`src/rtl/dmx_defs.svh`:
```
// Purpose: constants of the direct move / resource / coprocessor execution unit
// Assumes: included by bare name; guarded against double inclusion
// Notes: definitions only
`ifndef DMX_DEFS_SVH
`define DMX_DEFS_SVH

// opcodes, upper byte of the first half-word
`define DMX_OP_LD_W      8'h08
`define DMX_OP_ST_W      8'h18
`define DMX_OP_DP_W      8'h0c
`define DMX_OP_PD_W      8'h1c
`define DMX_OP_PUSH_W    8'h0b
`define DMX_OP_POP_W     8'h1b
`define DMX_OP_LD_H      8'h09
`define DMX_OP_ST_H      8'h19
`define DMX_OP_DP_H      8'h0d
`define DMX_OP_PD_H      8'h1d
`define DMX_OP_LD_B      8'h0a
`define DMX_OP_ST_B      8'h1a
`define DMX_OP_DP_B      8'h0e
`define DMX_OP_PD_B      8'h1e
`define DMX_OP_RES_LD    8'hbc
`define DMX_OP_RES_ST    8'hbd
// coprocessor operate: upper twelve bits, channel in the low nibble
`define DMX_OP_COP       12'h9fc

// pointer steps
`define DMX_STEP_WORD    32'h0000_0004
`define DMX_STEP_HALF    32'h0000_0002
`define DMX_STEP_BYTE    32'h0000_0001

// fixed register numbers
`define DMX_REG_XFER     4'hd
`define DMX_REG_STACK    4'hf

// byte enables, big-endian lanes
`define DMX_BE_WORD      4'hf
`define DMX_BE_HALF_HI   4'hc
`define DMX_BE_HALF_LO   4'h3
`define DMX_BE_BYTE_TOP  4'h8

`endif

```
`src/rtl/dmx_pkg.sv`:
```
// Purpose: types shared by the execution unit and its lane formatter
// Assumes: dmx_defs.svh supplies the constants
// Notes: decode function lives here
`include "dmx_defs.svh"
package dmx_pkg;

   typedef enum logic [1:0] {sz_word, sz_half, sz_byte} dmx_size_type;

   typedef enum logic [2:0] {k_none, k_load, k_store, k_dir_ptr, k_ptr_dir,
                             k_res_ld, k_res_st, k_cop} dmx_kind_type;

   typedef enum logic [2:0] {st_idle, st_opnd, st_copchk, st_copsend,
                             st_mem1, st_mem2} dmx_state_type;

   typedef struct packed {
      dmx_kind_type kind;
      dmx_size_type size;
      logic         use_stack;
   } dmx_dec_type;

   // classify an instruction from its upper byte
   function automatic dmx_dec_type dmx_decode(input logic [7:0] op);
      dmx_dec_type d;
      d = '{k_none, sz_word, 1'b0};
      unique case (op)
         `DMX_OP_LD_W:   d = '{k_load,    sz_word, 1'b0};
         `DMX_OP_ST_W:   d = '{k_store,   sz_word, 1'b0};
         `DMX_OP_DP_W:   d = '{k_dir_ptr, sz_word, 1'b0};
         `DMX_OP_PD_W:   d = '{k_ptr_dir, sz_word, 1'b0};
         `DMX_OP_PUSH_W: d = '{k_dir_ptr, sz_word, 1'b1};
         `DMX_OP_POP_W:  d = '{k_ptr_dir, sz_word, 1'b1};
         `DMX_OP_LD_H:   d = '{k_load,    sz_half, 1'b0};
         `DMX_OP_ST_H:   d = '{k_store,   sz_half, 1'b0};
         `DMX_OP_DP_H:   d = '{k_dir_ptr, sz_half, 1'b0};
         `DMX_OP_PD_H:   d = '{k_ptr_dir, sz_half, 1'b0};
         `DMX_OP_LD_B:   d = '{k_load,    sz_byte, 1'b0};
         `DMX_OP_ST_B:   d = '{k_store,   sz_byte, 1'b0};
         `DMX_OP_DP_B:   d = '{k_dir_ptr, sz_byte, 1'b0};
         `DMX_OP_PD_B:   d = '{k_ptr_dir, sz_byte, 1'b0};
         `DMX_OP_RES_LD: d = '{k_res_ld,  sz_word, 1'b0};
         `DMX_OP_RES_ST: d = '{k_res_st,  sz_word, 1'b0};
         default: begin
            if (op == 8'(`DMX_OP_COP >> 4)) begin
               d = '{k_cop, sz_word, 1'b0};
            end
         end
      endcase
      return d;
   endfunction : dmx_decode

endpackage : dmx_pkg

```
`src/rtl/dmx_lane_if.sv`:
```
// Purpose: carries sizing and lane data between executor and lane formatter
// Assumes: purely combinational signals on the core clock
// Notes: big-endian byte numbering
`timescale 1ns/100ps
interface dmx_lane_if;
   import dmx_pkg::*;
   dmx_size_type size;
   logic [1:0]   acc_lo;
   logic [1:0]   rd_lo;
   logic [31:0]  rd_raw;
   logic [31:0]  rd_ext;
   logic [31:0]  wr_val;
   logic [31:0]  wr_lanes;
   logic [3:0]   be;

   modport exec (output size, acc_lo, rd_lo, rd_raw, wr_val, input rd_ext, wr_lanes, be);
   modport lane (input size, acc_lo, rd_lo, rd_raw, wr_val, output rd_ext, wr_lanes, be);
endinterface : dmx_lane_if

```
`src/rtl/dmx_exec.sv`:
```
// Purpose: executes direct moves, resource transfers and coprocessor operate
// Assumes: one memory access in flight; bus answers with mem_ack
// Notes: a and b counts are set by the memory and coprocessor answers
`timescale 1ns/100ps
`include "dmx_defs.svh"
module dmx_exec (
   // clock and reset
   input  wire logic          core_clk,
   input  wire logic          reset,
   // instruction stream
   input  wire logic          insn_valid,
   input  wire logic [15:0]   insn_data,
   output logic               insn_ready,
   output logic               insn_done,
   output logic               insn_unknown,
   // general registers
   input  wire logic [31:0]   r13_value,
   input  wire logic [31:0]   r15_value,
   output logic [3:0]         gpr_rd_addr,
   input  wire logic [31:0]   gpr_rd_data,
   output logic               gpr_we,
   output logic [3:0]         gpr_waddr,
   output logic [31:0]        gpr_wdata,
   // condition flags
   output logic               flags_we,
   // memory bus
   output logic               mem_req,
   output logic               mem_we,
   output logic [31:0]        mem_addr,
   output logic [3:0]         mem_be,
   output logic [31:0]        mem_wdata,
   input  wire logic [31:0]   mem_rdata,
   input  wire logic          mem_ack,
   // resource channels
   output logic [3:0]         res_channel,
   output logic               res_re,
   input  wire logic [31:0]   res_rdata,
   output logic               res_we,
   output logic [31:0]        res_wdata,
   // coprocessors
   input  wire logic [15:0]   cop_present,
   input  wire logic [15:0]   cop_error,
   output logic               cop_req,
   output logic [3:0]         cop_channel,
   output logic [15:0]        cop_cmd,
   input  wire logic          cop_ack,
   output logic               trap_absent,
   output logic               trap_error
);
   import dmx_pkg::*;

   typedef struct packed {
      dmx_state_type state;
      dmx_kind_type  kind;
      dmx_size_type  size;
      logic          use_stack;
      logic [3:0]    ptr_reg;
      logic [31:0]   dir_addr;
      logic [31:0]   ptr_addr;
      logic [31:0]   ptr_next;
      logic [3:0]    chan;
      logic          mem_req;
      logic          mem_we;
      logic [31:0]   mem_addr;
      logic [3:0]    mem_be;
      logic [31:0]   mem_wdata;
      logic          gpr_we;
      logic [3:0]    gpr_waddr;
      logic [31:0]   gpr_wdata;
      logic          done;
      logic          unknown;
      logic          res_we;
      logic [31:0]   res_wdata;
      logic          cop_req;
      logic [15:0]   cop_cmd;
      logic          trap_absent;
      logic          trap_error;
   } dmx_exec_state_type;

   dmx_exec_state_type r;
   dmx_exec_state_type next_r;
   dmx_dec_type        dec;
   logic [31:0]        dir_w;
   logic [31:0]        ptr_base;
   logic [31:0]        step;
   logic [31:0]        ptr_a;
   logic [31:0]        ptr_n;
   logic               take;

   dmx_lane_if lane_bus ();

   dmx_lane u_lane (
      .lp (lane_bus.lane)
   );

   assign dec         = dmx_decode(insn_data[15:8]);
   // no take while a resource load still drives its channel
   assign insn_ready  = (r.state == st_idle && !r.res_we) || (r.state == st_opnd);
   assign take        = insn_valid && (r.state == st_idle) && !r.res_we;
   assign gpr_rd_addr = insn_data[3:0];
   assign res_channel = (r.state == st_idle && !r.res_we) ? insn_data[7:4] : r.chan;
   assign res_re      = take && (dec.kind == k_res_st);
   assign flags_we    = 1'b0;

   // offset scaling and pointer arithmetic for the instruction on offer
   always_comb begin
      unique case (dec.size)
         sz_word: dir_w = {22'h00_0000, insn_data[7:0], 2'h0};
         sz_half: dir_w = {23'h00_0000, insn_data[7:0], 1'h0};
         default: dir_w = {24'h00_0000, insn_data[7:0]};
      endcase
      unique case (dec.size)
         sz_word: step = `DMX_STEP_WORD;
         sz_half: step = `DMX_STEP_HALF;
         default: step = `DMX_STEP_BYTE;
      endcase
      if (dec.use_stack) begin
         ptr_base = r15_value;
      end else if (dec.kind == k_res_ld || dec.kind == k_res_st) begin
         ptr_base = gpr_rd_data;
      end else begin
         ptr_base = r13_value;
      end
      if (dec.use_stack && dec.kind == k_dir_ptr) begin
         ptr_a = ptr_base - `DMX_STEP_WORD;
         ptr_n = ptr_a;
      end else begin
         ptr_a = ptr_base;
         ptr_n = ptr_base + step;
      end
   end

   // lane formatter hookup
   always_comb begin
      lane_bus.rd_raw = mem_rdata;
      lane_bus.rd_lo  = r.mem_addr[1:0];
      if (r.state == st_idle) begin
         lane_bus.size   = dec.size;
         lane_bus.wr_val = (dec.kind == k_res_st) ? res_rdata : r13_value;
         lane_bus.acc_lo = (dec.kind == k_load || dec.kind == k_store ||
                            dec.kind == k_dir_ptr) ? dir_w[1:0] : ptr_a[1:0];
      end else begin
         lane_bus.size   = r.size;
         lane_bus.wr_val = lane_bus.rd_ext;
         lane_bus.acc_lo = (r.kind == k_dir_ptr) ? r.ptr_addr[1:0] : r.dir_addr[1:0];
      end
   end

   always_comb begin
      next_r             = r;
      next_r.done        = 1'b0;
      next_r.unknown     = 1'b0;
      next_r.gpr_we      = 1'b0;
      next_r.res_we      = 1'b0;
      next_r.trap_absent = 1'b0;
      next_r.trap_error  = 1'b0;
      unique case (r.state)
         st_idle: begin
            if (take) begin
               next_r.kind      = dec.kind;
               next_r.size      = dec.size;
               next_r.use_stack = dec.use_stack;
               next_r.dir_addr  = dir_w;
               next_r.ptr_addr  = ptr_a;
               next_r.ptr_next  = ptr_n;
               next_r.chan      = insn_data[7:4];
               next_r.mem_be    = lane_bus.be;
               next_r.mem_wdata = lane_bus.wr_lanes;
               if (dec.use_stack) begin
                  next_r.ptr_reg = `DMX_REG_STACK;
               end else if (dec.kind == k_res_ld || dec.kind == k_res_st) begin
                  next_r.ptr_reg = insn_data[3:0];
               end else begin
                  next_r.ptr_reg = `DMX_REG_XFER;
               end
               unique case (dec.kind)
                  k_none: begin
                     next_r.unknown = 1'b1;
                  end
                  k_cop: begin
                     if (insn_data[15:4] == `DMX_OP_COP) begin
                        next_r.chan  = insn_data[3:0];
                        next_r.state = st_opnd;
                     end else begin
                        next_r.unknown = 1'b1;
                     end
                  end
                  k_load, k_dir_ptr: begin
                     next_r.mem_req  = 1'b1;
                     next_r.mem_we   = 1'b0;
                     next_r.mem_addr = dir_w;
                     next_r.state    = st_mem1;
                  end
                  k_store: begin
                     next_r.mem_req  = 1'b1;
                     next_r.mem_we   = 1'b1;
                     next_r.mem_addr = dir_w;
                     next_r.state    = st_mem1;
                  end
                  k_ptr_dir, k_res_ld: begin
                     next_r.mem_req  = 1'b1;
                     next_r.mem_we   = 1'b0;
                     next_r.mem_addr = ptr_a;
                     next_r.state    = st_mem1;
                  end
                  default: begin
                     next_r.mem_req  = 1'b1;
                     next_r.mem_we   = 1'b1;
                     next_r.mem_addr = ptr_a;
                     next_r.state    = st_mem1;
                  end
               endcase
            end
         end
         st_opnd: begin
            if (insn_valid) begin
               next_r.cop_cmd = insn_data;
               next_r.state   = st_copchk;
            end
         end
         st_copchk: begin
            if (!cop_present[r.chan]) begin
               next_r.trap_absent = 1'b1;
               next_r.state       = st_idle;
            end else if (cop_error[r.chan]) begin
               next_r.trap_error = 1'b1;
               next_r.state      = st_idle;
            end else begin
               next_r.cop_req = 1'b1;
               next_r.state   = st_copsend;
            end
         end
         st_copsend: begin
            if (cop_ack) begin
               next_r.cop_req = 1'b0;
               next_r.done    = 1'b1;
               next_r.state   = st_idle;
            end
         end
         st_mem1: begin
            if (mem_ack) begin
               next_r.mem_req = 1'b0;
               next_r.state   = st_idle;
               unique case (r.kind)
                  k_load: begin
                     next_r.gpr_we    = 1'b1;
                     next_r.gpr_waddr = `DMX_REG_XFER;
                     next_r.gpr_wdata = lane_bus.rd_ext;
                     next_r.done      = 1'b1;
                  end
                  k_dir_ptr, k_ptr_dir: begin
                     next_r.mem_req   = 1'b1;
                     next_r.mem_we    = 1'b1;
                     next_r.mem_addr  = (r.kind == k_dir_ptr) ? r.ptr_addr : r.dir_addr;
                     next_r.mem_be    = lane_bus.be;
                     next_r.mem_wdata = lane_bus.wr_lanes;
                     next_r.state     = st_mem2;
                  end
                  k_res_ld, k_res_st: begin
                     next_r.res_we    = (r.kind == k_res_ld);
                     next_r.res_wdata = mem_rdata;
                     next_r.gpr_we    = 1'b1;
                     next_r.gpr_waddr = r.ptr_reg;
                     next_r.gpr_wdata = r.ptr_next;
                     next_r.done      = 1'b1;
                  end
                  default: begin
                     next_r.done = 1'b1;
                  end
               endcase
            end
         end
         st_mem2: begin
            if (mem_ack) begin
               next_r.mem_req   = 1'b0;
               next_r.gpr_we    = 1'b1;
               next_r.gpr_waddr = r.ptr_reg;
               next_r.gpr_wdata = r.ptr_next;
               next_r.done      = 1'b1;
               next_r.state     = st_idle;
            end
         end
         default: begin
            next_r.state = st_idle;
         end
      endcase
   end

   always_ff @(posedge core_clk) begin
      if (reset) begin
         r <= '0;
      end else begin
         r <= next_r;
      end
   end

   assign insn_done    = r.done;
   assign insn_unknown = r.unknown;
   assign gpr_we       = r.gpr_we;
   assign gpr_waddr    = r.gpr_waddr;
   assign gpr_wdata    = r.gpr_wdata;
   assign mem_req      = r.mem_req;
   assign mem_we       = r.mem_we;
   assign mem_addr     = r.mem_addr;
   assign mem_be       = r.mem_be;
   assign mem_wdata    = r.mem_wdata;
   assign res_we       = r.res_we;
   assign res_wdata    = r.res_wdata;
   assign cop_req      = r.cop_req;
   assign cop_channel  = r.chan;
   assign cop_cmd      = r.cop_cmd;
   assign trap_absent  = r.trap_absent;
   assign trap_error   = r.trap_error;
endmodule : dmx_exec

```
`src/rtl/dmx_lane.sv`:
```
// Purpose: zero-extends read data and places write data on byte lanes
// Assumes: address low bits aligned to the access size
// Notes: combinational
`timescale 1ns/100ps
`include "dmx_defs.svh"
module dmx_lane (
   // formatter side
   dmx_lane_if.lane lp
);
   import dmx_pkg::*;

   logic [7:0] rd_bytes [4];

   genvar g;
   generate
      for (g = 0; g < 4; g++) begin : g_bytes
         assign rd_bytes[g] = lp.rd_raw[31-8*g -: 8];
      end
   endgenerate

   always_comb begin
      unique case (lp.size)
         sz_word: begin
            lp.rd_ext   = lp.rd_raw;
            lp.wr_lanes = lp.wr_val;
            lp.be       = `DMX_BE_WORD;
         end
         sz_half: begin
            lp.rd_ext   = {16'h0000, rd_bytes[{lp.rd_lo[1], 1'b0}], rd_bytes[{lp.rd_lo[1], 1'b1}]};
            lp.wr_lanes = {2{lp.wr_val[15:0]}};
            lp.be       = lp.acc_lo[1] ? `DMX_BE_HALF_LO : `DMX_BE_HALF_HI;
         end
         default: begin
            lp.rd_ext   = {24'h00_0000, rd_bytes[lp.rd_lo]};
            lp.wr_lanes = {4{lp.wr_val[7:0]}};
            lp.be       = `DMX_BE_BYTE_TOP >> lp.acc_lo;
         end
      endcase
   end

endmodule : dmx_lane

```
`config.mk`:
```
export PLATFORM = sky130hd
export DESIGN_NAME = dmx_exec
export DESIGN_NICKNAME = d
export VERILOG_FILES = /design/src/rtl/dmx_pkg.sv /design/src/rtl/dmx_lane_if.sv /design/src/rtl/dmx_exec.sv /design/src/rtl/dmx_lane.sv
export VERILOG_INCLUDE_DIRS = /design/src /design/src/rtl
export SDC_FILE = /design/constraint.sdc
export NUM_CORES = 1
export LEC_CHECK = 0
export ABC_AREA = 1
export BUFFER_PORTS_ARGS = -buffer_cell sky130_fd_sc_hd__buf_2
export CAP_MARGIN = 10
export CORE_UTILIZATION = 26
export DETAILED_ROUTE_END_ITERATION = 10
export PLACE_DENSITY_LB_ADDON = 0.12
export SLEW_MARGIN = 5
export SYNTH_ARGS = -nofsm -noshare
export SYNTH_HDL_FRONTEND = slang
export SYNTH_SLANG_ARGS = --single-unit
```
`constraint.sdc`:
```
create_clock -name core_clk -period 5.2 [get_ports core_clk]
set_input_delay 0 -clock core_clk [delete_from_list [all_inputs] [get_ports core_clk]]
set_output_delay 0 -clock core_clk [all_outputs]
set_load 0.1 [all_outputs]
```
After elaboration in Yosys (flattened, before gate mapping)
Index checks and enable logic that the tools add are counted.
Storage, ports and cells
  logic and storage cells: 195
  output and inout port bits: 176
  flip-flop bits (word level): 274
  input port bits: 213
Cells by class
  reduce and logical (&&, ||, !) cells: 36
  order comparisons: 4
  bitwise gates (word level): 10
  add/subtract/negate cells: 2
  muxes and demuxes: 68
  shift operators: 1
  eq/ne operators: 49
Operators by type and width (number)
  $mux 32: 7
  $mux 183: 1
  $pmux 37 s2: 2
  $pmux 69 s2: 1
  $pmux 34 s4: 1
  $pmux 32 s2: 2
  $mux 108: 1
  $pmux 6 s16: 1
  $mux 70: 1
  $eq 8x4->1 const B: 7
  $eq 8x5->1 const B: 7
  $bmux 8 s2: 3
  $mux 8: 6
  $mux 38: 1
  $add 32x32->32: 1
  $sub 32x3->32 const B: 1
  $eq 3x3->1 const B: 9
  $eq 8x8->1 const B: 3
  $mux 4: 6
  $mux 3: 7
  $pmux 10 s2: 1
  $ne 2x2->1 const B: 9
  $pmux 3 s6: 1
  $eq 3x2->1 const B: 5
  other kinds (34): 86

Depth between registers and ports, before layout
  word-level depth: 16
  depth in mapped cells: 25
  mapped depth without buffers: 24

Cells and area by module
From an unflattened synthesis, not the netlist that was laid out.
Unflattened totals
  cells, all modules: 2656
  area total of the unflattened synthesis: 16618.4 sq um
By module, submodules not included
  dmx_exec: times used 1, area each 15597.5 sq um, cells an instance 2429, sequential area each 5024.8 sq um
  dmx_lane: times used 1, area each 1021.0 sq um, cells an instance 227, sequential area each 0.0 sq um

Worst setup path after synthesis
Ideal clock, no wire load.
  kind: register to output
  start point: register r, in the netlist res_we
  end point: output port res_channel[2]
  stages on the path, launching flop included: 3
  setup slack: 1892 ps
  required time: 5200 ps
  buffers on the path: 0
  arrival: 3308 ps
  cell sequence: dfxtp_1 nor2_1 o21ai_0
On the way
  longest elaborated chain between the ends: 3
RTL lines
  start, declared: RTL line dmx_exec.sv:80  | dmx_exec_state_type r;
  start signal, assigned: RTL line dmx_exec.sv:293  | r <= next_r;
  $logic_not 1->1: RTL line dmx_exec.sv:101  | assign res_channel = (r.state == st_idle && !r.res_we) ? insn_data[7:4] : r.chan;
  $logic_and 1x1->1: RTL line dmx_exec.sv:101
  $mux 4: RTL line dmx_exec.sv:101
  end, declared: RTL line dmx_exec.sv:35  | output logic [3:0] res_channel,
No other way between the ends.

Worst setup path in the final report
  start point: input port insn_data[11]
  end point: register r[187] (netlist name)
On the way
  longest elaborated chain between the ends: 9
  elaborated cells on any way between the ends: 32
  classes of those cells: 2 x add/sub; 21 x eq/ne; 6 x mux; 3 x reduce/logical
RTL lines
  start, declared: RTL line dmx_exec.sv:12  | input wire logic [15:0] insn_data,
  $eq 8x8->1: RTL line dmx_pkg.sv:43  | if (op == 8'(`DMX_OP_COP >> 4)) begin
  $mux 6: RTL line dmx_pkg.sv:43
  $pmux 6 s16 (*): RTL line dmx_pkg.sv:25  | unique case (op)
  $eq 3x3->1: RTL line dmx_exec.sv:119  | end else if (dec.kind == k_res_ld || dec.kind == k_res_st) begin
  $logic_or 1x1->1: RTL line dmx_exec.sv:119
  $mux 32: RTL line dmx_exec.sv:119
  $mux 32: RTL line dmx_exec.sv:117  | if (dec.use_stack) begin
  $add 32x32->32 or $sub 32x3->32 (tied branches)
  $mux 32 (*): RTL line dmx_exec.sv:124  | if (dec.use_stack && dec.kind == k_dir_ptr) begin
Mark *: on every way between the ends. The rest lies on a longest branch, timed or not.
A chain may end at the register's enable or synchronous reset.

==> flow_summary.ini <==
[global_routing]
grt_max_degree = 98
grt_pass1_vias = 17100
grt_pass1_wl_um = 116000
grt_overflow = 0
antenna_found_initial = 2
grt_util_all_layers_pct = 24.5

[yosys]
postSynthAreaPerCell_um2 = 6.38
synthTopCellsByArea = dfxtp_1 31%, nand2_1 15%, buf_4 7.5%, o21ai_0 7.2%, a21oi_1 6.9%
synthesis.nets = 2778
syn_area_mm2 = 0.0163
synth_edf_count = 0
yosysTopAreaCell = dfxtp_1
ys_seq_area_share_pct = 30.8
synth_flop_cell = dfxtp_1
yosysUniqueCellTypes = 52
yosysWarningCount = 0
synth_top_area_share_pct = 30.8
synth_common_cells = 661 x nand2_1, 251 x dfxtp_1, 236 x o21ai_0, 225 x a21oi_1, 207 x inv_1
ys_ff_latch = 251
synth_cells = 2560
synth_most_common_cell = nand2_1
synthArstFlopShare_pct = 0

[detailed_routing]
drt_iter0_markers = 1448
route.met3.wl_um = 4480
wl_per_cell_um = 22.0
firstDrtPassIters = 6
vias_per_cell = 4.91
dr_total_vias = 17900
drcViolationCount = 0
met2WireLength_um = 36300
wl_met1_um = 37200
maxUsedRoutingLayer = met4
wl_um = 80300
ant_nets = 0

[finish]
syn2layout_area_growth_pct = 19.5
drive_above_1_share_pct = 20.8
final_cells = 3644
fin_area_mm2 = 0.0195
fin_util_pct = 31.5
num-nets-final = 3000

[min_path]
min-delay-start = res_rdata[30]
min_path_cells = 7
min_path_type = primary input to register
hold_end = mem_wdata[30]

[clock_network]
ctsResizeCount = 0
cts_buffers = 34
post-cts-setup-buffers = 0
cts_sinks = 251
htree_levels = 2
cts_tree = built
clockBufferDepth = 3
cts_root_buf = clkbuf_16
path_clk_slew_ps = 60
clk_latency_ps = 540

[critical_path]
worstReg2RegStart = cop_channel[0]
reg2reg_depth = 13
startpoint_type = primary input
path_class = primary input to register
critPathMaxStageDelay_ps = 550
worstReg2RegEnd = r[271]
critPathTopFamily = simple AND/OR/NAND/NOR gates
cp_cell_sequence = dlygate4sd3_1, buf_2, nand2_2, nor2_4, nand2_2, inv_1, nor2_1, o21ai_0, o21ai_0, ha_1, inv_1, fa_1, inv_1, nand2_1, nand2_1, nand2_1, nor3_1, nand4_1, xor2_1, nand2_1, nand3_1, nand2_1, inv_1
worstPathArrival_ps = 4500
critPathMaxFanout = 32
crit_slowest_cell = dlygate4sd3_1
cp.required_ps = 5630
worstSetupEndpointType = register
critical_path.most_common_cell = nand2_1
reg2reg_slack_ps = 1320
crit_buf_inv = 6
startpoint = insn_data[11]

[outcome]
outcome = finished clean

[sta]
slew_viol_final = 0
worst_pin_slew_ps = 1080
fin_hold_ws_ps = 34.9
rsz0062_at_grt = no
finalHoldViolCount = 0
setup_tns_ps = 0
layout_setup_ws_ps = 1130
post-route-period-util_pct = 78.3
fmax_mhz = 246
slew_headroom_pct = 27.8
finalCriticalPeriod_ps = 4070
setup_violations = 0
clock_skew_ps = 19.5

[die]
fp.coreArea_mm2 = 0.0619
io_pins = 389
die_h_um = 253
die_w_um = 253
num_rows = 91
die-area_mm2 = 0.0638
initial_utilization_pct = 26.4

[place]
place_ws_ps = 1210
placed_cells = 3511
post_dp_cell_area_mm2 = 0.0177
routabilityCongestion = 0.949
dp_hpwl_um = 62300
io_buffers = 387

[power]
ir_drop_uv = 289
power_per_cell_area_mw_per_mm2 = 528
p_leak_nw = 9.08
p_total_mw = 10.3

[flow_run]
cap_viol_max_count = 0
-- worst max path at each step --
stage	endpoint	slack (ps)	depth (start not counted)
final	r[187]	1130	23
after global routing	r[187]	780	23
after CTS	r[187]	1230	22
after detailed placement	r[187]	1210	22
after global placement	r[187]	1310	23
after floorplan	res_channel[2]	1890	2
-- metal layers --
metal,GRT usage [%],up-vias
met2,39.2,616
met1,33.7,8487
met4,7.60,0
met5,0,-
li1,-,8694
met3,3.46,101
-- logic make-up after synthesis --
family	after synthesis	share of synthesized area [%]
multiplexers	8	0.490
AND/OR/NAND/NOR	1150	30.6
other	1	0.0230
buffers and inverters	521	16.3
flip-flops	251	30.8
AO/OA/AOI/OAI	612	20.7
XOR/XNOR	12	0.643
adder cells (fa/ha/maj)	5	0.429
-- report_power, final --
group	internal [mW]	switching [mW]	leakage [nW]
sequential	2.32	0.286	2.05
combinational	1.10	4.27	6.50
clock	1.39	0.955	0.525
-- repair_timing --
| action | in CTS | in global routing |
|---|---|---|
| hold buffers | 71 | 0 |
| setup endpoints to repair | 0 | 0 |
| endpoints found under the hold margin | 89 | 0 |
-- flip-flops by register name, summed over array words and instances (netlist names), 4 cells and up --
| register | cells |
|---|---|
| mem_addr | 32 |
| res_wdata | 32 |
| gpr_waddr | 4 |
| cop_channel | 4 |
| r | 86 |
| mem_be | 4 |
| cop_cmd | 16 |
| gpr_wdata | 32 |
| mem_wdata | 32 |
-- layout by cell type (no fill, tap or decap), types with 11 or more instances in the layout --
| master | count |
|---|---|
| nand2_1 | 661 |
| buf_2 | 386 |
| dfxtp_1 | 251 |
| o21ai_0 | 236 |
| a21oi_1 | 225 |
| inv_1 | 207 |
| nand3_1 | 192 |
| nor2_1 | 156 |
| dlygate4sd3_1 | 71 |
| a31oi_1 | 39 |
| clkbuf_16 | 35 |
| nand2_2 | 32 |
| o211ai_1 | 32 |
| buf_4 | 26 |
| nor2_2 | 25 |
| or2_2 | 23 |
| o21bai_1 | 16 |
| o21a_1 | 12 |
| inv_2 | 11 |
| o21ai_1 | 11 |
| xor2_1 | 11 |
-- worst register-to-register path: stages (launching register included) --
cell,delay [ps]
dfxtp_1,930
o211ai_1,190
dlygate4sd3_1,590
o211ai_1,90
dlygate4sd3_1,580
nand3_1,80
dlygate4sd3_1,570
nand2_1,100
nand2_1,70
nor2_1,160
inv_1,90
o221ai_1,80
nor2_1,60
a211oi_1,190
-- final cells by class --
class                   count  area (um^2)
repair buffers            484         2850
diodes                      1         2.50
inverters                 223          838
clock buffers              49          998
flip-flops and latches    251         5020
multi-input cells        1788         8660
fillers                  7065        42400
well taps                 837         1050
clock inverters            11         96.3
Note: power is estimated with default switching activity, not from simulation.
